--- src/irt_pkg.sv ---
/*
 Constants for the infrared counter/timer pair: register indices, field
 positions, reset values and mode codes.
 Assumes an 8-bit register port with byte-wide data and word indices.
*/
package irt_pkg;
	// ------------------------------------------------------------------
	// Register indices
	// ------------------------------------------------------------------
	localparam logic [3:0] IRT_A_BCTL = 4'h0;
	localparam logic [3:0] IRT_A_SCTL = 4'h1;
	localparam logic [3:0] IRT_A_WCTL = 4'h2;
	localparam logic [3:0] IRT_A_BLO  = 4'h4;
	localparam logic [3:0] IRT_A_BHI  = 4'h5;
	localparam logic [3:0] IRT_A_WLO  = 4'h6;
	localparam logic [3:0] IRT_A_WHI  = 4'h7;
	localparam logic [3:0] IRT_A_WCL  = 4'h8;
	localparam logic [3:0] IRT_A_WCU  = 4'h9;
	localparam logic [3:0] IRT_A_BCL  = 4'ha;
	localparam logic [3:0] IRT_A_BCH  = 4'hb;

	// ------------------------------------------------------------------
	// Field positions (timer control and shared control)
	// ------------------------------------------------------------------
	localparam int IRT_B_EN    = 7;
	localparam int IRT_B_SUB   = 6;
	localparam int IRT_B_TO    = 5;
	localparam int IRT_B_CLKH  = 4;
	localparam int IRT_B_CLKL  = 3;
	localparam int IRT_B_CIE   = 2;
	localparam int IRT_B_TIE   = 1;
	localparam int IRT_B_PIN   = 0;
	localparam int IRT_B_MODE  = 7;
	localparam int IRT_B_INSEL = 6;
	localparam int IRT_B_F1H   = 5;
	localparam int IRT_B_F1L   = 4;
	localparam int IRT_B_F2H   = 3;
	localparam int IRT_B_F2L   = 2;
	localparam int IRT_B_RISE  = 1;
	localparam int IRT_B_FALL  = 0;

	// ------------------------------------------------------------------
	// Values and codes
	// ------------------------------------------------------------------
	localparam logic [7:0]  IRT_RST8  = 8'h00;
	localparam logic [7:0]  IRT_FF8   = 8'hff;
	localparam logic [15:0] IRT_FF16  = 16'hffff;
	localparam logic [7:0]  IRT_ONE8  = 8'h01;
	localparam logic [15:0] IRT_ONE16 = 16'h0001;
	localparam logic [1:0]  IRT_SUB_NORM = 2'h0;
	localparam logic [1:0]  IRT_SUB_PP   = 2'h1;
	localparam logic [1:0]  IRT_SUB_F0   = 2'h3;
	localparam logic [1:0]  IRT_EDG_FALL = 2'h0;
	localparam logic [1:0]  IRT_EDG_RISE = 2'h1;
	localparam logic [1:0]  IRT_EDG_BOTH = 2'h2;
	localparam logic [4:0]  IRT_FLT_4  = 5'h04;
	localparam logic [4:0]  IRT_FLT_8  = 5'h08;
	localparam logic [4:0]  IRT_FLT_16 = 5'h10;
	localparam logic [2:0]  IRT_DIV_MAX = 3'h7;
endpackage

--- src/irt_timer.sv ---
/*
 Infrared counter/timer pair: byte timer, word timer, shared edge
 detector with glitch filter, and a strobe register port.
 Assumes a synchronous processor-side port and inputs synchronous to clk.
*/
// The implementer's own choices: the address map and the address-and-strobe port.
`timescale 1ns/1ps
`default_nettype none
module irt_timer
	import irt_pkg::*;
(
	input  wire logic       clk,
	input  wire logic       rst_b,
	input  wire logic [3:0] addr,
	input  wire logic [7:0] wdata,
	input  wire logic       wr,
	input  wire logic       rd,
	output logic      [7:0] rdata,
	input  wire logic       in_a,
	input  wire logic       in_b,
	input  wire logic       byte_port_out,
	input  wire logic       word_port_out,
	input  wire logic       comb_port_out,
	output logic            byte_pin,
	output logic            word_output_pin,
	output logic            comb_pin,
	output logic            byte_irq,
	output logic            word_irq
);
	// ------------------------------------------------------------------
	// State
	// ------------------------------------------------------------------
	logic [7:0]  bctl, sctl, wctl;
	logic [7:0]  byte_low_hold, byte_high_hold;
	logic [7:0]  word_hold_lower, word_hold_upper;
	logic [7:0]  byte_capture_low, byte_capture_high;
	logic [7:0]  word_capture_lower, word_capture_upper;
	logic [7:0]  bcnt;
	logic [15:0] wcnt;
	logic        byte_timer_output, word_timer_output;
	logic        b_started, w_started, w_armed;
	logic [2:0]  div;
	logic [4:0]  flt_cnt;
	logic        flt_in, flt_q;

	logic demod, pp, b_ce, w_ce, rise, fall, edg;
	logic wr_b, wr_s, wr_w, b_tc, w_tc, b_en, w_en;
	logic b_go, w_go, b_cap, w_cap, w_bcap, b_tev, w_tev;
	logic raw_in;
	logic [4:0] flt_w;

	// Clock enable for a divide code: 0,1,2,3 -> /1,/2,/4,/8
	function automatic logic div_tick(input logic [1:0] code,
		input logic [2:0] d);
		case (code)
			2'h0: div_tick = 1'b1;
			2'h1: div_tick = d[0];
			2'h2: div_tick = &d[1:0];
			default: div_tick = &d;
		endcase
	endfunction

	// ------------------------------------------------------------------
	// Decode
	// ------------------------------------------------------------------
	assign demod = sctl[IRT_B_MODE];
	assign pp    = !demod && sctl[IRT_B_F2H:IRT_B_F2L] == IRT_SUB_PP;
	assign b_en  = bctl[IRT_B_EN];
	assign w_en  = wctl[IRT_B_EN];
	assign wr_b  = wr && addr == IRT_A_BCTL;
	assign wr_s  = wr && addr == IRT_A_SCTL;
	assign wr_w  = wr && addr == IRT_A_WCTL;
	assign b_ce  = div_tick(bctl[IRT_B_CLKH:IRT_B_CLKL], div);
	assign w_ce  = div_tick(wctl[IRT_B_CLKH:IRT_B_CLKL], div);
	// Terminal count is reaching one; the next tick shows zero unless a modulo-N run reloads its hold
	assign b_tc  = b_ce && b_started && bcnt == IRT_ONE8;
	assign w_tc  = w_ce && w_started && wcnt == IRT_ONE16;
	// Enable rising edge of software write starts a timer
	assign b_go  = wr_b && wdata[IRT_B_EN] && !b_en;
	assign w_go  = wr_w && wdata[IRT_B_EN] && !w_en;
	assign raw_in = sctl[IRT_B_INSEL] ? in_b : in_a;

	// ------------------------------------------------------------------
	// Glitch filter and edge detector
	// ------------------------------------------------------------------
	always_comb begin
		case (sctl[IRT_B_F2H:IRT_B_F2L])
			2'h1:    flt_w = IRT_FLT_4;
			2'h2:    flt_w = IRT_FLT_8;
			2'h3:    flt_w = IRT_FLT_16;
			default: flt_w = 5'h00;
		endcase
	end

	// Input must hold a new level for the filter width to be accepted
	always_ff @(posedge clk or negedge rst_b) begin
		if (!rst_b) begin
			flt_cnt <= 5'h00;
			flt_in  <= 1'b0;
			flt_q   <= 1'b0;
		end else begin
			flt_q <= flt_in;
			if (raw_in == flt_in)
				flt_cnt <= 5'h00;
			else if (flt_cnt + 5'h01 >= flt_w)
				flt_in <= raw_in;
			else
				flt_cnt <= flt_cnt + 5'h01;
		end
	end

	always_comb begin
		rise = demod && flt_in && !flt_q;
		fall = demod && !flt_in && flt_q;
		case (sctl[IRT_B_F1H:IRT_B_F1L])
			IRT_EDG_FALL: edg = fall;
			IRT_EDG_RISE: edg = rise;
			IRT_EDG_BOTH: edg = rise || fall;
			default:      edg = 1'b0;
		endcase
	end
	// Edge gating on a running timer: captures only after the first edge
	assign b_cap  = edg && b_en && b_started;
	assign w_cap  = edg && w_en && w_started && w_armed;
	assign w_bcap = demod && w_en && w_started && !w_armed
		&& b_tc && wctl[IRT_B_SUB];
	assign b_tev  = b_tc && (demod || bctl[IRT_B_SUB] || byte_timer_output);
	assign w_tev  = w_tc;

	// Shared clock prescaler; dividers reuse one free counter
	always_ff @(posedge clk or negedge rst_b) begin
		if (!rst_b)
			div <= 3'h0;
		else
			div <= div + 3'h1;
	end

	// ------------------------------------------------------------------
	// Byte timer
	// ------------------------------------------------------------------
	always_ff @(posedge clk or negedge rst_b) begin
		if (!rst_b) begin
			bctl <= IRT_RST8;
			bcnt <= IRT_RST8;
			b_started <= 1'b0;
			byte_timer_output <= 1'b0;
		end else begin
			if (wr_b) begin
				bctl[IRT_B_EN]  <= wdata[IRT_B_EN];
				bctl[IRT_B_SUB] <= wdata[IRT_B_SUB];
				bctl[4:0] <= wdata[4:0];
			end
			// Set wins over the write-one clear
			if (b_tev)
				bctl[IRT_B_TO] <= 1'b1;
			else if (wr_b && wdata[IRT_B_TO])
				bctl[IRT_B_TO] <= 1'b0;
			if (b_go || (pp && w_tc)) begin
				bctl[IRT_B_EN] <= 1'b1;
				byte_timer_output <= sctl[IRT_B_RISE];
				b_started <= !demod;
				bcnt <= sctl[IRT_B_RISE] ? byte_high_hold : byte_low_hold;
			end else if (!b_en) begin
				b_started <= 1'b0;
			end else if (demod) begin
				if (edg && !b_started) begin
					b_started <= 1'b1;
					bcnt <= IRT_FF8;
				end else if (b_cap) begin
					bcnt <= IRT_FF8;
				end else if (b_ce && b_started) begin
					bcnt <= bcnt - IRT_ONE8;
				end
			end else if (b_tc) begin
				byte_timer_output <= !byte_timer_output;
				if (bctl[IRT_B_SUB]) begin
					bctl[IRT_B_EN] <= 1'b0;
					bcnt <= IRT_RST8;
				end else begin
					bcnt <= byte_timer_output ? byte_low_hold
						: byte_high_hold;
				end
			end else if (b_ce && b_started) begin
				bcnt <= bcnt - IRT_ONE8;
			end
		end
	end

	// ------------------------------------------------------------------
	// Word timer
	// ------------------------------------------------------------------
	always_ff @(posedge clk or negedge rst_b) begin
		if (!rst_b) begin
			wctl <= IRT_RST8;
			wcnt <= 16'h0000;
			w_started <= 1'b0;
			w_armed <= 1'b0;
			word_timer_output <= 1'b0;
		end else begin
			if (wr_w) begin
				wctl[IRT_B_EN] <= wdata[IRT_B_EN];
				wctl[IRT_B_SUB] <= wdata[IRT_B_SUB];
				wctl[4:0] <= wdata[4:0];
				if (wdata[IRT_B_SUB] && !wctl[IRT_B_SUB])
					w_armed <= 1'b1;
			end
			if (w_tev)
				wctl[IRT_B_TO] <= 1'b1;
			else if (wr_w && wdata[IRT_B_TO])
				wctl[IRT_B_TO] <= 1'b0;
			if (w_go || (pp && b_tc)) begin
				wctl[IRT_B_EN] <= 1'b1;
				word_timer_output <= sctl[IRT_B_FALL];
				w_started <= !demod;
				w_armed <= 1'b1;
				wcnt <= {word_hold_upper, word_hold_lower};
			end else if (!w_en) begin
				w_started <= 1'b0;
			end else if (demod) begin
				if (edg && !w_started) begin
					w_started <= 1'b1;
					wcnt <= IRT_FF16;
				end else if (w_cap) begin
					wcnt <= IRT_FF16;
					if (wctl[IRT_B_SUB])
						w_armed <= 1'b0;
				end else if (w_ce && w_started) begin
					wcnt <= wcnt - IRT_ONE16;
				end
			end else if (w_tc) begin
				word_timer_output <= !word_timer_output;
				if (wctl[IRT_B_SUB]) begin
					wctl[IRT_B_EN] <= 1'b0;
					wcnt <= 16'h0000;
				end else begin
					wcnt <= {word_hold_upper, word_hold_lower};
				end
			end else if (w_ce && w_started) begin
				wcnt <= wcnt - IRT_ONE16;
			end
		end
	end

	// ------------------------------------------------------------------
	// Shared control, holds and captures
	// ------------------------------------------------------------------
	always_ff @(posedge clk or negedge rst_b) begin
		if (!rst_b) begin
			sctl <= IRT_RST8;
		end else if (demod && !(wr_s && !wdata[IRT_B_MODE])) begin
			if (wr_s)
				sctl[7:2] <= wdata[7:2];
			// Set wins over write-one clear
			if (rise)
				sctl[IRT_B_RISE] <= 1'b1;
			else if (wr_s && wdata[IRT_B_RISE])
				sctl[IRT_B_RISE] <= 1'b0;
			if (fall)
				sctl[IRT_B_FALL] <= 1'b1;
			else if (wr_s && wdata[IRT_B_FALL])
				sctl[IRT_B_FALL] <= 1'b0;
		end else if (wr_s) begin
			sctl <= wdata;
		end
	end

	// Holds: software may write at any moment, next load picks them up
	always_ff @(posedge clk or negedge rst_b) begin
		if (!rst_b) begin
			byte_low_hold <= IRT_RST8;
			byte_high_hold <= IRT_RST8;
			word_hold_lower <= IRT_RST8;
			word_hold_upper <= IRT_RST8;
		end else if (wr) begin
			case (addr)
				IRT_A_BLO: byte_low_hold <= wdata;
				IRT_A_BHI: byte_high_hold <= wdata;
				IRT_A_WLO: word_hold_lower <= wdata;
				IRT_A_WHI: word_hold_upper <= wdata;
				default: ;
			endcase
		end
	end

	// Captures store the one's complement of the running count
	always_ff @(posedge clk or negedge rst_b) begin
		if (!rst_b) begin
			byte_capture_low <= IRT_RST8;
			byte_capture_high <= IRT_RST8;
			word_capture_lower <= IRT_RST8;
			word_capture_upper <= IRT_RST8;
		end else begin
			if (b_cap && rise)
				byte_capture_low <= ~bcnt;
			else if (b_cap && fall)
				byte_capture_high <= ~bcnt;
			if (w_cap || w_bcap) begin
				word_capture_lower <= ~wcnt[7:0];
				word_capture_upper <= ~wcnt[15:8];
			end
		end
	end

	// ------------------------------------------------------------------
	// Read port, pins and requests
	// ------------------------------------------------------------------
	always_ff @(posedge clk or negedge rst_b) begin
		if (!rst_b) begin
			rdata <= IRT_RST8;
		end else if (rd) begin
			case (addr)
				IRT_A_BCTL: rdata <= bctl;
				IRT_A_SCTL: rdata <= sctl;
				IRT_A_WCTL: rdata <= wctl;
				IRT_A_BLO:  rdata <= byte_low_hold;
				IRT_A_BHI:  rdata <= byte_high_hold;
				IRT_A_WLO:  rdata <= word_hold_lower;
				IRT_A_WHI:  rdata <= word_hold_upper;
				IRT_A_WCL:  rdata <= word_capture_lower;
				IRT_A_WCU:  rdata <= word_capture_upper;
				IRT_A_BCL:  rdata <= byte_capture_low;
				IRT_A_BCH:  rdata <= byte_capture_high;
				default:    rdata <= IRT_RST8;
			endcase
		end else begin
			rdata <= IRT_RST8;
		end
	end

	// Pin muxes are registered so outputs lag the timers by one cycle
	logic w_out_eff, b_out_eff;
	always_comb begin
		b_out_eff = b_en ? byte_timer_output : !sctl[IRT_B_RISE];
		if (!demod && sctl[IRT_B_F2H:IRT_B_F2L] == IRT_SUB_F0 - 2'h1)
			w_out_eff = 1'b0;
		else if (!demod && sctl[IRT_B_F2H:IRT_B_F2L] == IRT_SUB_F0)
			w_out_eff = 1'b1;
		else
			w_out_eff = w_en ? word_timer_output : !sctl[IRT_B_FALL];
	end

	always_ff @(posedge clk or negedge rst_b) begin
		if (!rst_b) begin
			byte_pin <= 1'b0;
			word_output_pin <= 1'b0;
			comb_pin <= 1'b0;
			byte_irq <= 1'b0;
			word_irq <= 1'b0;
		end else begin
			byte_pin <= bctl[IRT_B_PIN] ? b_out_eff : byte_port_out;
			word_output_pin <= wctl[IRT_B_PIN] ? w_out_eff
				: word_port_out;
			case ({demod || sctl[IRT_B_INSEL], sctl[IRT_B_F1H:IRT_B_F1L]})
				3'h0: comb_pin <= b_out_eff & w_out_eff;
				3'h1: comb_pin <= b_out_eff | w_out_eff;
				3'h2: comb_pin <= !(b_out_eff | w_out_eff);
				3'h3: comb_pin <= !(b_out_eff & w_out_eff);
				default: comb_pin <= comb_port_out;
			endcase
			byte_irq <= (b_tev && bctl[IRT_B_TIE])
				|| (b_cap && bctl[IRT_B_CIE]);
			word_irq <= (w_tev && wctl[IRT_B_TIE])
				|| ((w_cap || w_bcap) && wctl[IRT_B_CIE]);
		end
	end
endmodule
`default_nettype wire

--- config.mk ---
export PLATFORM = sky130hd
export DESIGN_NAME = irt_timer
export DESIGN_NICKNAME = d
export VERILOG_FILES = /design/src/irt_pkg.sv /design/src/irt_timer.sv
export SDC_FILE = /design/constraint.sdc
export NUM_CORES = 1
export LEC_CHECK = 0
export BUFFER_PORTS_ARGS = -buffer_cell sky130_fd_sc_hd__buf_2
export CAP_MARGIN = 20
export CORE_MARGIN = 2
export CORE_UTILIZATION = 40
export DETAILED_ROUTE_END_ITERATION = 16
export GPL_ROUTABILITY_DRIVEN = 0
export GPL_TIMING_DRIVEN = 0
export PLACE_DENSITY_LB_ADDON = 0.25
export SYNTH_ARGS = -nofsm -noshare
export SYNTH_HDL_FRONTEND = slang
export SYNTH_SLANG_ARGS = --single-unit
--- constraint.sdc ---
create_clock -name clk -period 4.9 [get_ports clk]
set_clock_uncertainty 0.05 [all_clocks]
set_input_delay 0.49 -clock clk [delete_from_list [all_inputs] [get_ports clk]]
set_output_delay 0.49 -clock clk [all_outputs]
set_load 0.03 [all_outputs]
==> out/metrics.csv, run 1 <==
stage,metric,value,unit
setup_path,Setup crit start kind,flop,
routing,Detail Route Antenna Nets,0,
setup_path,Worst Setup End Kind,flop,
cts,CTS Buf Count,17,
pwr,Sw Ratio,0.381,
setup_path,required time of the worst setup path,5110,ps
routing,vias per std cell,5.97,
run,Max-Cap Viols,0,
setup_path,CP Max Fanout,10,
setup_path,Critical Path AT,3430,ps
final_layout,final net count,900,
cts,Setup Buffers After CTS,0,
cts,Clock H-tree levels,4,
routing,router iterations before antenna repair,6,
cts,clk root buf,clkbuf_16,
synthesis,cells after synthesis,814,
cts,clk buf depth,2,
cts,CTS sink cnt,140,
final_layout,area grow syn2layout,14.2,%
routing,drt drc,0,
final_layout,# fillers,1975,
grt,largest net degree at the start of global routing,75,
final_layout,area of the multi-input gates,4230,sq um
routing,Routed WL,25800,um
placed_design,post-place instance area,8620,sq um
routing,routed vias,6870,
cts,Clock transition at path regs,60,ps
setup_path,CP Launch Point,bcnt[1],
cts,# hold bufs at CTS,0,
grt,GRT overflow,0,
floorplan,Die ar.,21400,sq um
sta,setup TNS,0,ps
synthesis,share of synthesized registers carrying an async set or reset,1.00,
synthesis,sequential share of the synthesized area,0.433,
pwr,Psw,1.83,mW
placed_design,Buffers on Ports,32,
sta,endpoints failing hold,0,
sta,Slew Limit Fails,0,
setup_path,"setup slack, reg-to-reg",1680,ps
setup_path,Worst R2R Start,bcnt[1],
cts,"Clk Latency, worst-skew pair",430,ps
synthesis,"EDFF count, synth",0,
synthesis,#FFs+latches synth,140,
placed_design,dpl hpwl,18700,um
sta,Achievable Freq,0.311,GHz
final_layout,FF/Latch Area,3500,sq um
synthesis,cell area after synthesis,8090,sq um
synthesis,syn nets,846,
pwr,Gate power share,0.326,
synthesis,YS warnings,0,
sta,Least-Margin Pin Slew,1010,ps
setup_path,end of the critical path,wcnt[6],
final_layout,cell area after layout,9230,sq um
sta,Worst slew margin,0.321,
routing,Avg WL per Cell,22.4,um
grt,first-pass GRT wire length,39700,um
floorplan,FP Rows,52,
floorplan,die extent in y,146,um
floorplan,initial core utilization,0.403,
routing,DR iter-0 viols,878,
cts,CTS resizes,0,
floorplan,num ports,34,
setup_path,critical setup path kind,reg2reg,
final_layout,"commonest non-fill, non-tap cell in the layout",dfrtp_1,
synthesis,predominant post-synthesis flop cell,dfrtp_1,
final_layout,"leading cell types in the layout, fill and taps excluded","dfrtp_1 (140), mux2_2 (61), o21ai_0 (59)",
pwr,Seq pwr share,0.395,
final_layout,n_diodes,0,
outcome,status,finished clean,
pwr,power per cell area,520,nW/um^2
grt,initial antenna violation count,0,
sta,RSZ-0062 raised after global routing,no,
floorplan,die width,146,um
pwr,leak pwr,3.92,nW
sta,fin crit share,0.657,
synthesis,"Distinct cells, synth",73,
final_layout,share of cells above drive strength 1,0.178,
setup_path,worst r2r dst,wcnt[6],
pwr,total power,4.80,mW
grt,global-route usage over all layers,0.244,
sta,post-route minimum period,3220,ps
floorplan,core area,20000,sq um
hold_path,worst hold path class,in2async,
pwr,Internal,2.97,mW
grt,vias in the first global route,6598,
cts,CTS tree,built,
sta,Setup Viol. Count Final,0,
pwr,worst-case vdd ir drop,0.272,mV
pwr,Clk pwr share,0.279,
setup_path,Worst R2R Path Depth,9,
synthesis,Mean Syn Cell Area,9.93,sq um
-- synth_stat cells (all sizes together), types with 3 or more instances --
library cell / number / share of area
dfrtp: 140 / 0.43
o21ai: 70 / 0.043
mux2: 62 / 0.087
mux2i: 50 / 0.062
nand2: 48 / 0.022
a21oi: 45 / 0.028
inv: 42 / 0.019
clkbuf: 41 / 0.019
nor2: 40 / 0.019
nor3b: 20 / 0.019
xor2: 17 / 0.018
nor3: 15 / 0.011
nand3: 13 / 0.0080
o211ai: 13 / 0.012
xnor2: 13 / 0.014
nand2b: 12 / 0.0093
nor2b: 12 / 0.0093
a31oi: 11 / 0.0085
ha: 11 / 0.017
nor4: 10 / 0.0093
a22o: 9 / 0.0097
a22oi: 8 / 0.0074
a31o: 7 / 0.0076
buf: 7 / 0.0050
nand3b: 7 / 0.0065
a221o: 6 / 0.0074
o31ai: 6 / 0.0056
or4: 6 / 0.0065
a211oi: 5 / 0.0053
nand4: 5 / 0.0039
a21o: 4 / 0.0037
and2: 4 / 0.0031
and3: 4 / 0.0031
o211a: 4 / 0.0050
o22ai: 4 / 0.0031
or3: 4 / 0.0031
a21bo: 3 / 0.0037
a32o: 3 / 0.0037
o22a: 3 / 0.0033
-- power groups by stage --
stage | Combinational [mW] | Sequential, mW | Clock (mW)
finish | 1.57 | 1.89 | 1.34
global route | 1.73 | 1.93 | 1.41
CTS | 1.55 | 1.88 | 1.36
detailed placement | 1.54 | 1.90 | 0
global placement | 1.52 | 1.89 | 0
floorplan | 1.13 | 1.75 | 0
-- sequential cells by signal, indices dropped and copies added, names as in the netlist, 3 cells and up --
signal / count
bcnt: 8
bctl: 8
byte_capture_high: 8
byte_capture_low: 8
byte_high_hold: 8
byte_low_hold: 8
div: 3
flt_cnt: 5
rdata: 8
sctl: 8
wcnt: 16
wctl: 8
word_capture_lower: 8
word_capture_upper: 8
word_hold_lower: 8
word_hold_upper: 8
-- kinds of logic after synthesis --
kind of cell / synth area share
DFF: 0.433
AOI/OAI and AO/OA: 0.177
and+or+nand+nor: 0.145
buffers and inverters: 0.0435
muxes: 0.152
adders and majority gates: 0.0170
xor gates and xnor gates: 0.0325
-- routing by layer --
metal  track usage  vias up  routed length, um
met1         0.345     3377              11500
li1              -     3088                  -
met4        0.0951        0                832
met2         0.361      351              11400
met3        0.0613       54               2130
met5             0        -                  0
-- worst min-delay path by stage --
stage | from | endpoint | slack, ps | cells past startpoint
finish | rst_b | flt_cnt[0] | 50 | 1
global route | rst_b | flt_cnt[3] | 100 | 1
CTS | rst_b | byte_pin | 70 | 1
detailed placement | div[1] | div[1] | 420 | 1
global placement | div[1] | div[1] | 400 | 1
floorplan | rst_b | b_started | 140 | 0
-- per-stage QoR --
step,instances,util,setup WS (ps),hold slack [ps]
finish,1151,0.461,1680,47.2
global route,1151,0.461,1460,100
CTS,1150,0.460,1680,73.4
detailed placement,1118,0.430,1700,419
global placement,1116,0.428,1200,402
floorplan,814,-,2270,144
-- critical path, cell delays in order (launching register included) --
cell       delay (ps)
dfrtp_1           400
inv_1             190
ha_1              210
nor4b_1           330
nand4bb_1         290
o21ai_1           690
clkbuf_1          500
nor3b_1           120
a21oi_1           160
o31ai_1           100
-- final cells by class --
type                    instances  share of cell area
plain buffers                  48              0.0210
clock buffers                  19              0.0480
clock inverters                13              0.0176
inverters                      42              0.0171
multi-input cells             584               0.458
flip-flops and latches        140               0.379
well taps                     270              0.0366
repair buffers                 35              0.0221
No activity file was read; power rests on OpenSTA's default activity.
==> run 2, diff against run 1 <==
clock period = 2.93 ns   (was 4.9 ns; I/O delays follow)
==> run 2 against run 1 <==
  * Critical path depth is the same
  * Maximum frequency is 13% higher
  * First-iteration DRC count shrank 9.7%
==> out/metrics.csv, run 2 (synthesized netlist as in run 1, its figures left out) <==
stage,metric,value,unit,change
outcome,status,finished clean,,unchanged
floorplan,die width,146,um,unchanged
grt,largest net degree at the start of global routing,75,,unchanged
placed_design,dpl hpwl,18700,um,unchanged
floorplan,die extent in y,146,um,unchanged
sta,Least-Margin Pin Slew,954,ps,was 1010 ps
floorplan,core area,20000,sq um,unchanged
pwr,worst-case vdd ir drop,0.462,mV,was 0.272 mV
final_layout,Final Core Density,0.470,,was 0.461
routing,DR iter-0 viols,793,,was 878
grt,GRT overflow,0,,unchanged
final_layout,area grow syn2layout,16.5,%,was 14.2%
grt,global-route usage over all layers,0.245,,was 0.244
routing,routed vias,6983,,was 6870
final_layout,final net count,911,,was 900
floorplan,initial core utilization,0.403,,unchanged
setup_path,required time of the worst setup path,3170,ps,was 5110 ps
setup_path,critical setup path kind,reg2reg,,unchanged
cts,"Clk Latency, worst-skew pair",430,ps,about the same
placed_design,Buffers on Ports,32,,unchanged
routing,Detail Route Antenna Nets,0,,unchanged
final_layout,"commonest non-fill, non-tap cell in the layout",dfrtp_1,,unchanged
cts,clk buf depth,2,,unchanged
cts,CTS Buf Count,17,,unchanged
setup_path,Worst Setup End Kind,flop,,unchanged
final_layout,"leading cell types in the layout, fill and taps excluded","dfrtp_1 (140), mux2_2 (61), o21ai_0 (58)",,"was dfrtp_1 (140), mux2_2 (61), o21ai_0 (59)"
floorplan,FP Rows,52,,unchanged
sta,endpoints failing hold,0,,unchanged
final_layout,Top reg by flops,wcnt,,unchanged
sta,Slew Limit Fails,0,,unchanged
setup_path,Setup crit start kind,flop,,unchanged
setup_path,Worst R2R Start,div[0],,was bcnt[1]
routing,router iterations before antenna repair,5,,was 6
run,Max-Cap Viols,0,,unchanged
hold_path,hold path start,word_port_out,,
pwr,leak pwr,4.05,nW,was 3.92 nW
floorplan,num ports,34,,unchanged
final_layout,n_diodes,0,,unchanged
setup_path,Critical Path AT,3090,ps,was 3430 ps
sta,Achievable Freq,0.350,GHz,was 0.311 GHz
setup_path,CP Launch Point,div[0],,was bcnt[1]
routing,drt drc,0,,unchanged
routing,Avg WL per Cell,22.5,um,was 22.4 um
setup_path,CP Max Fanout,7,,was 10
grt,vias in the first global route,6638,,was 6598
final_layout,Largest register FFs,16,,unchanged
sta,RSZ-0062 raised after global routing,no,,unchanged
sta,setup TNS,0,ps,unchanged
floorplan,Die ar.,21400,sq um,unchanged
routing,Routed WL,26100,um,was 25800 um
sta,Setup Viol. Count Final,0,,unchanged
sta,Worst slew margin,0.362,,was 0.321
cts,CTS tree,built,,unchanged
hold_path,worst hold path class,in2reg,,was in2async
final_layout,share of cells above drive strength 1,0.200,,was 0.178
grt,initial antenna violation count,0,,unchanged
grt,first-pass GRT wire length,39900,um,was 39700 um
sta,hold slack final,60.0,ps,was 47.2 ps
sta,post-route minimum period,2850,ps,was 3220 ps
cts,CTS sink cnt,140,,unchanged
cts,Clock transition at path regs,60,ps,about the same
cts,clk root buf,clkbuf_16,,unchanged
sta,fin crit share,0.974,,was 0.657
placed_design,placed insts,1118,,unchanged
final_layout,"non-filler cells, final",1162,,was 1151
pwr,power per cell area,860,nW/um^2,was 520 nW/um^2
cts,Clock H-tree levels,4,,unchanged
routing,vias per std cell,6.01,,was 5.97
## run 2: cell type report
| type | count | area [sq um] |
|---|---|---|
| plain buffers | 48 | 209 |
| flip-flops and latches | 140 | 3500 |
| clock buffers | 19 | 443 |
| inverters | 42 | 158 |
| clock inverters | 13 | 163 |
| fillers | 1967 | 10600 |
| multi-input cells | 584 | 4310 |
| repair buffers | 46 | 289 |
| well taps | 270 | 338 |
## run 2: per-layer routing
| layer | track usage | vias up | part of all wire |
|---|---|---|---|
| li1 | - | 3115 | - |
| met1 | 0.347 | 3459 | 0.43 |
| met2 | 0.363 | 352 | 0.45 |
| met3 | 0.0609 | 57 | 0.092 |
| met4 | 0.0966 | 0 | 0.029 |
| met5 | 0 | - | 0 |
## run 2: path summary, 6_finish.rpt
kind | end | slack [ps] | cells past startpoint
worst max-delay path | word_capture_upper[4] | 80 | 9
worst min register to register | div[1] | 430 | 1
worst max register to register | word_capture_upper[4] | 80 | 9
max in group asynchronous | word_capture_upper[7] | 1630 | 3
worst min-delay path | word_output_pin | 60 | 3
min in group asynchronous | flt_cnt[0] | 420 | 2
## run 2: repair_timing
item | 4_1_cts | 5_1_grt
setup endpoints to repair | 28 | 37
pin swaps | 3 | 3
hold endpoints to repair | 73 | 0
hold buffers | 1 | 0
buffers inserted | 5 | 5
resized for setup | 6 | 20
## run 2: per-stage QoR
step | area, sq um | worst slack [ps] | power (mW)
after floorplan | 8090 | 300 | 4.82
after global placement | 8580 | -571 | 5.70
after detailed placement | 8620 | -271 | 5.76
after CTS | 9310 | 1.29 | 8.04
after global routing | 9420 | 3.19 | 8.54
final | 9420 | 75.6 | 8.09
## run 2: power breakdown
group	switching, mW	leakage, nW	internal, mW
Clock	0.879	0.290	1.37
Combinational	1.54	1.99	1.14
Sequential	0.685	1.77	2.49
Total	3.11	4.05	4.99
## run 2: critical path, cell delays in order (launching register included)
cell,delay (ps)
dfrtp_1,390
ha_1,220
ha_1,180
mux2i_1,70
a211o_2,410
or4_4,530
nor4_4,190
o2111ai_4,260
buf_4,270
mux2i_1,120
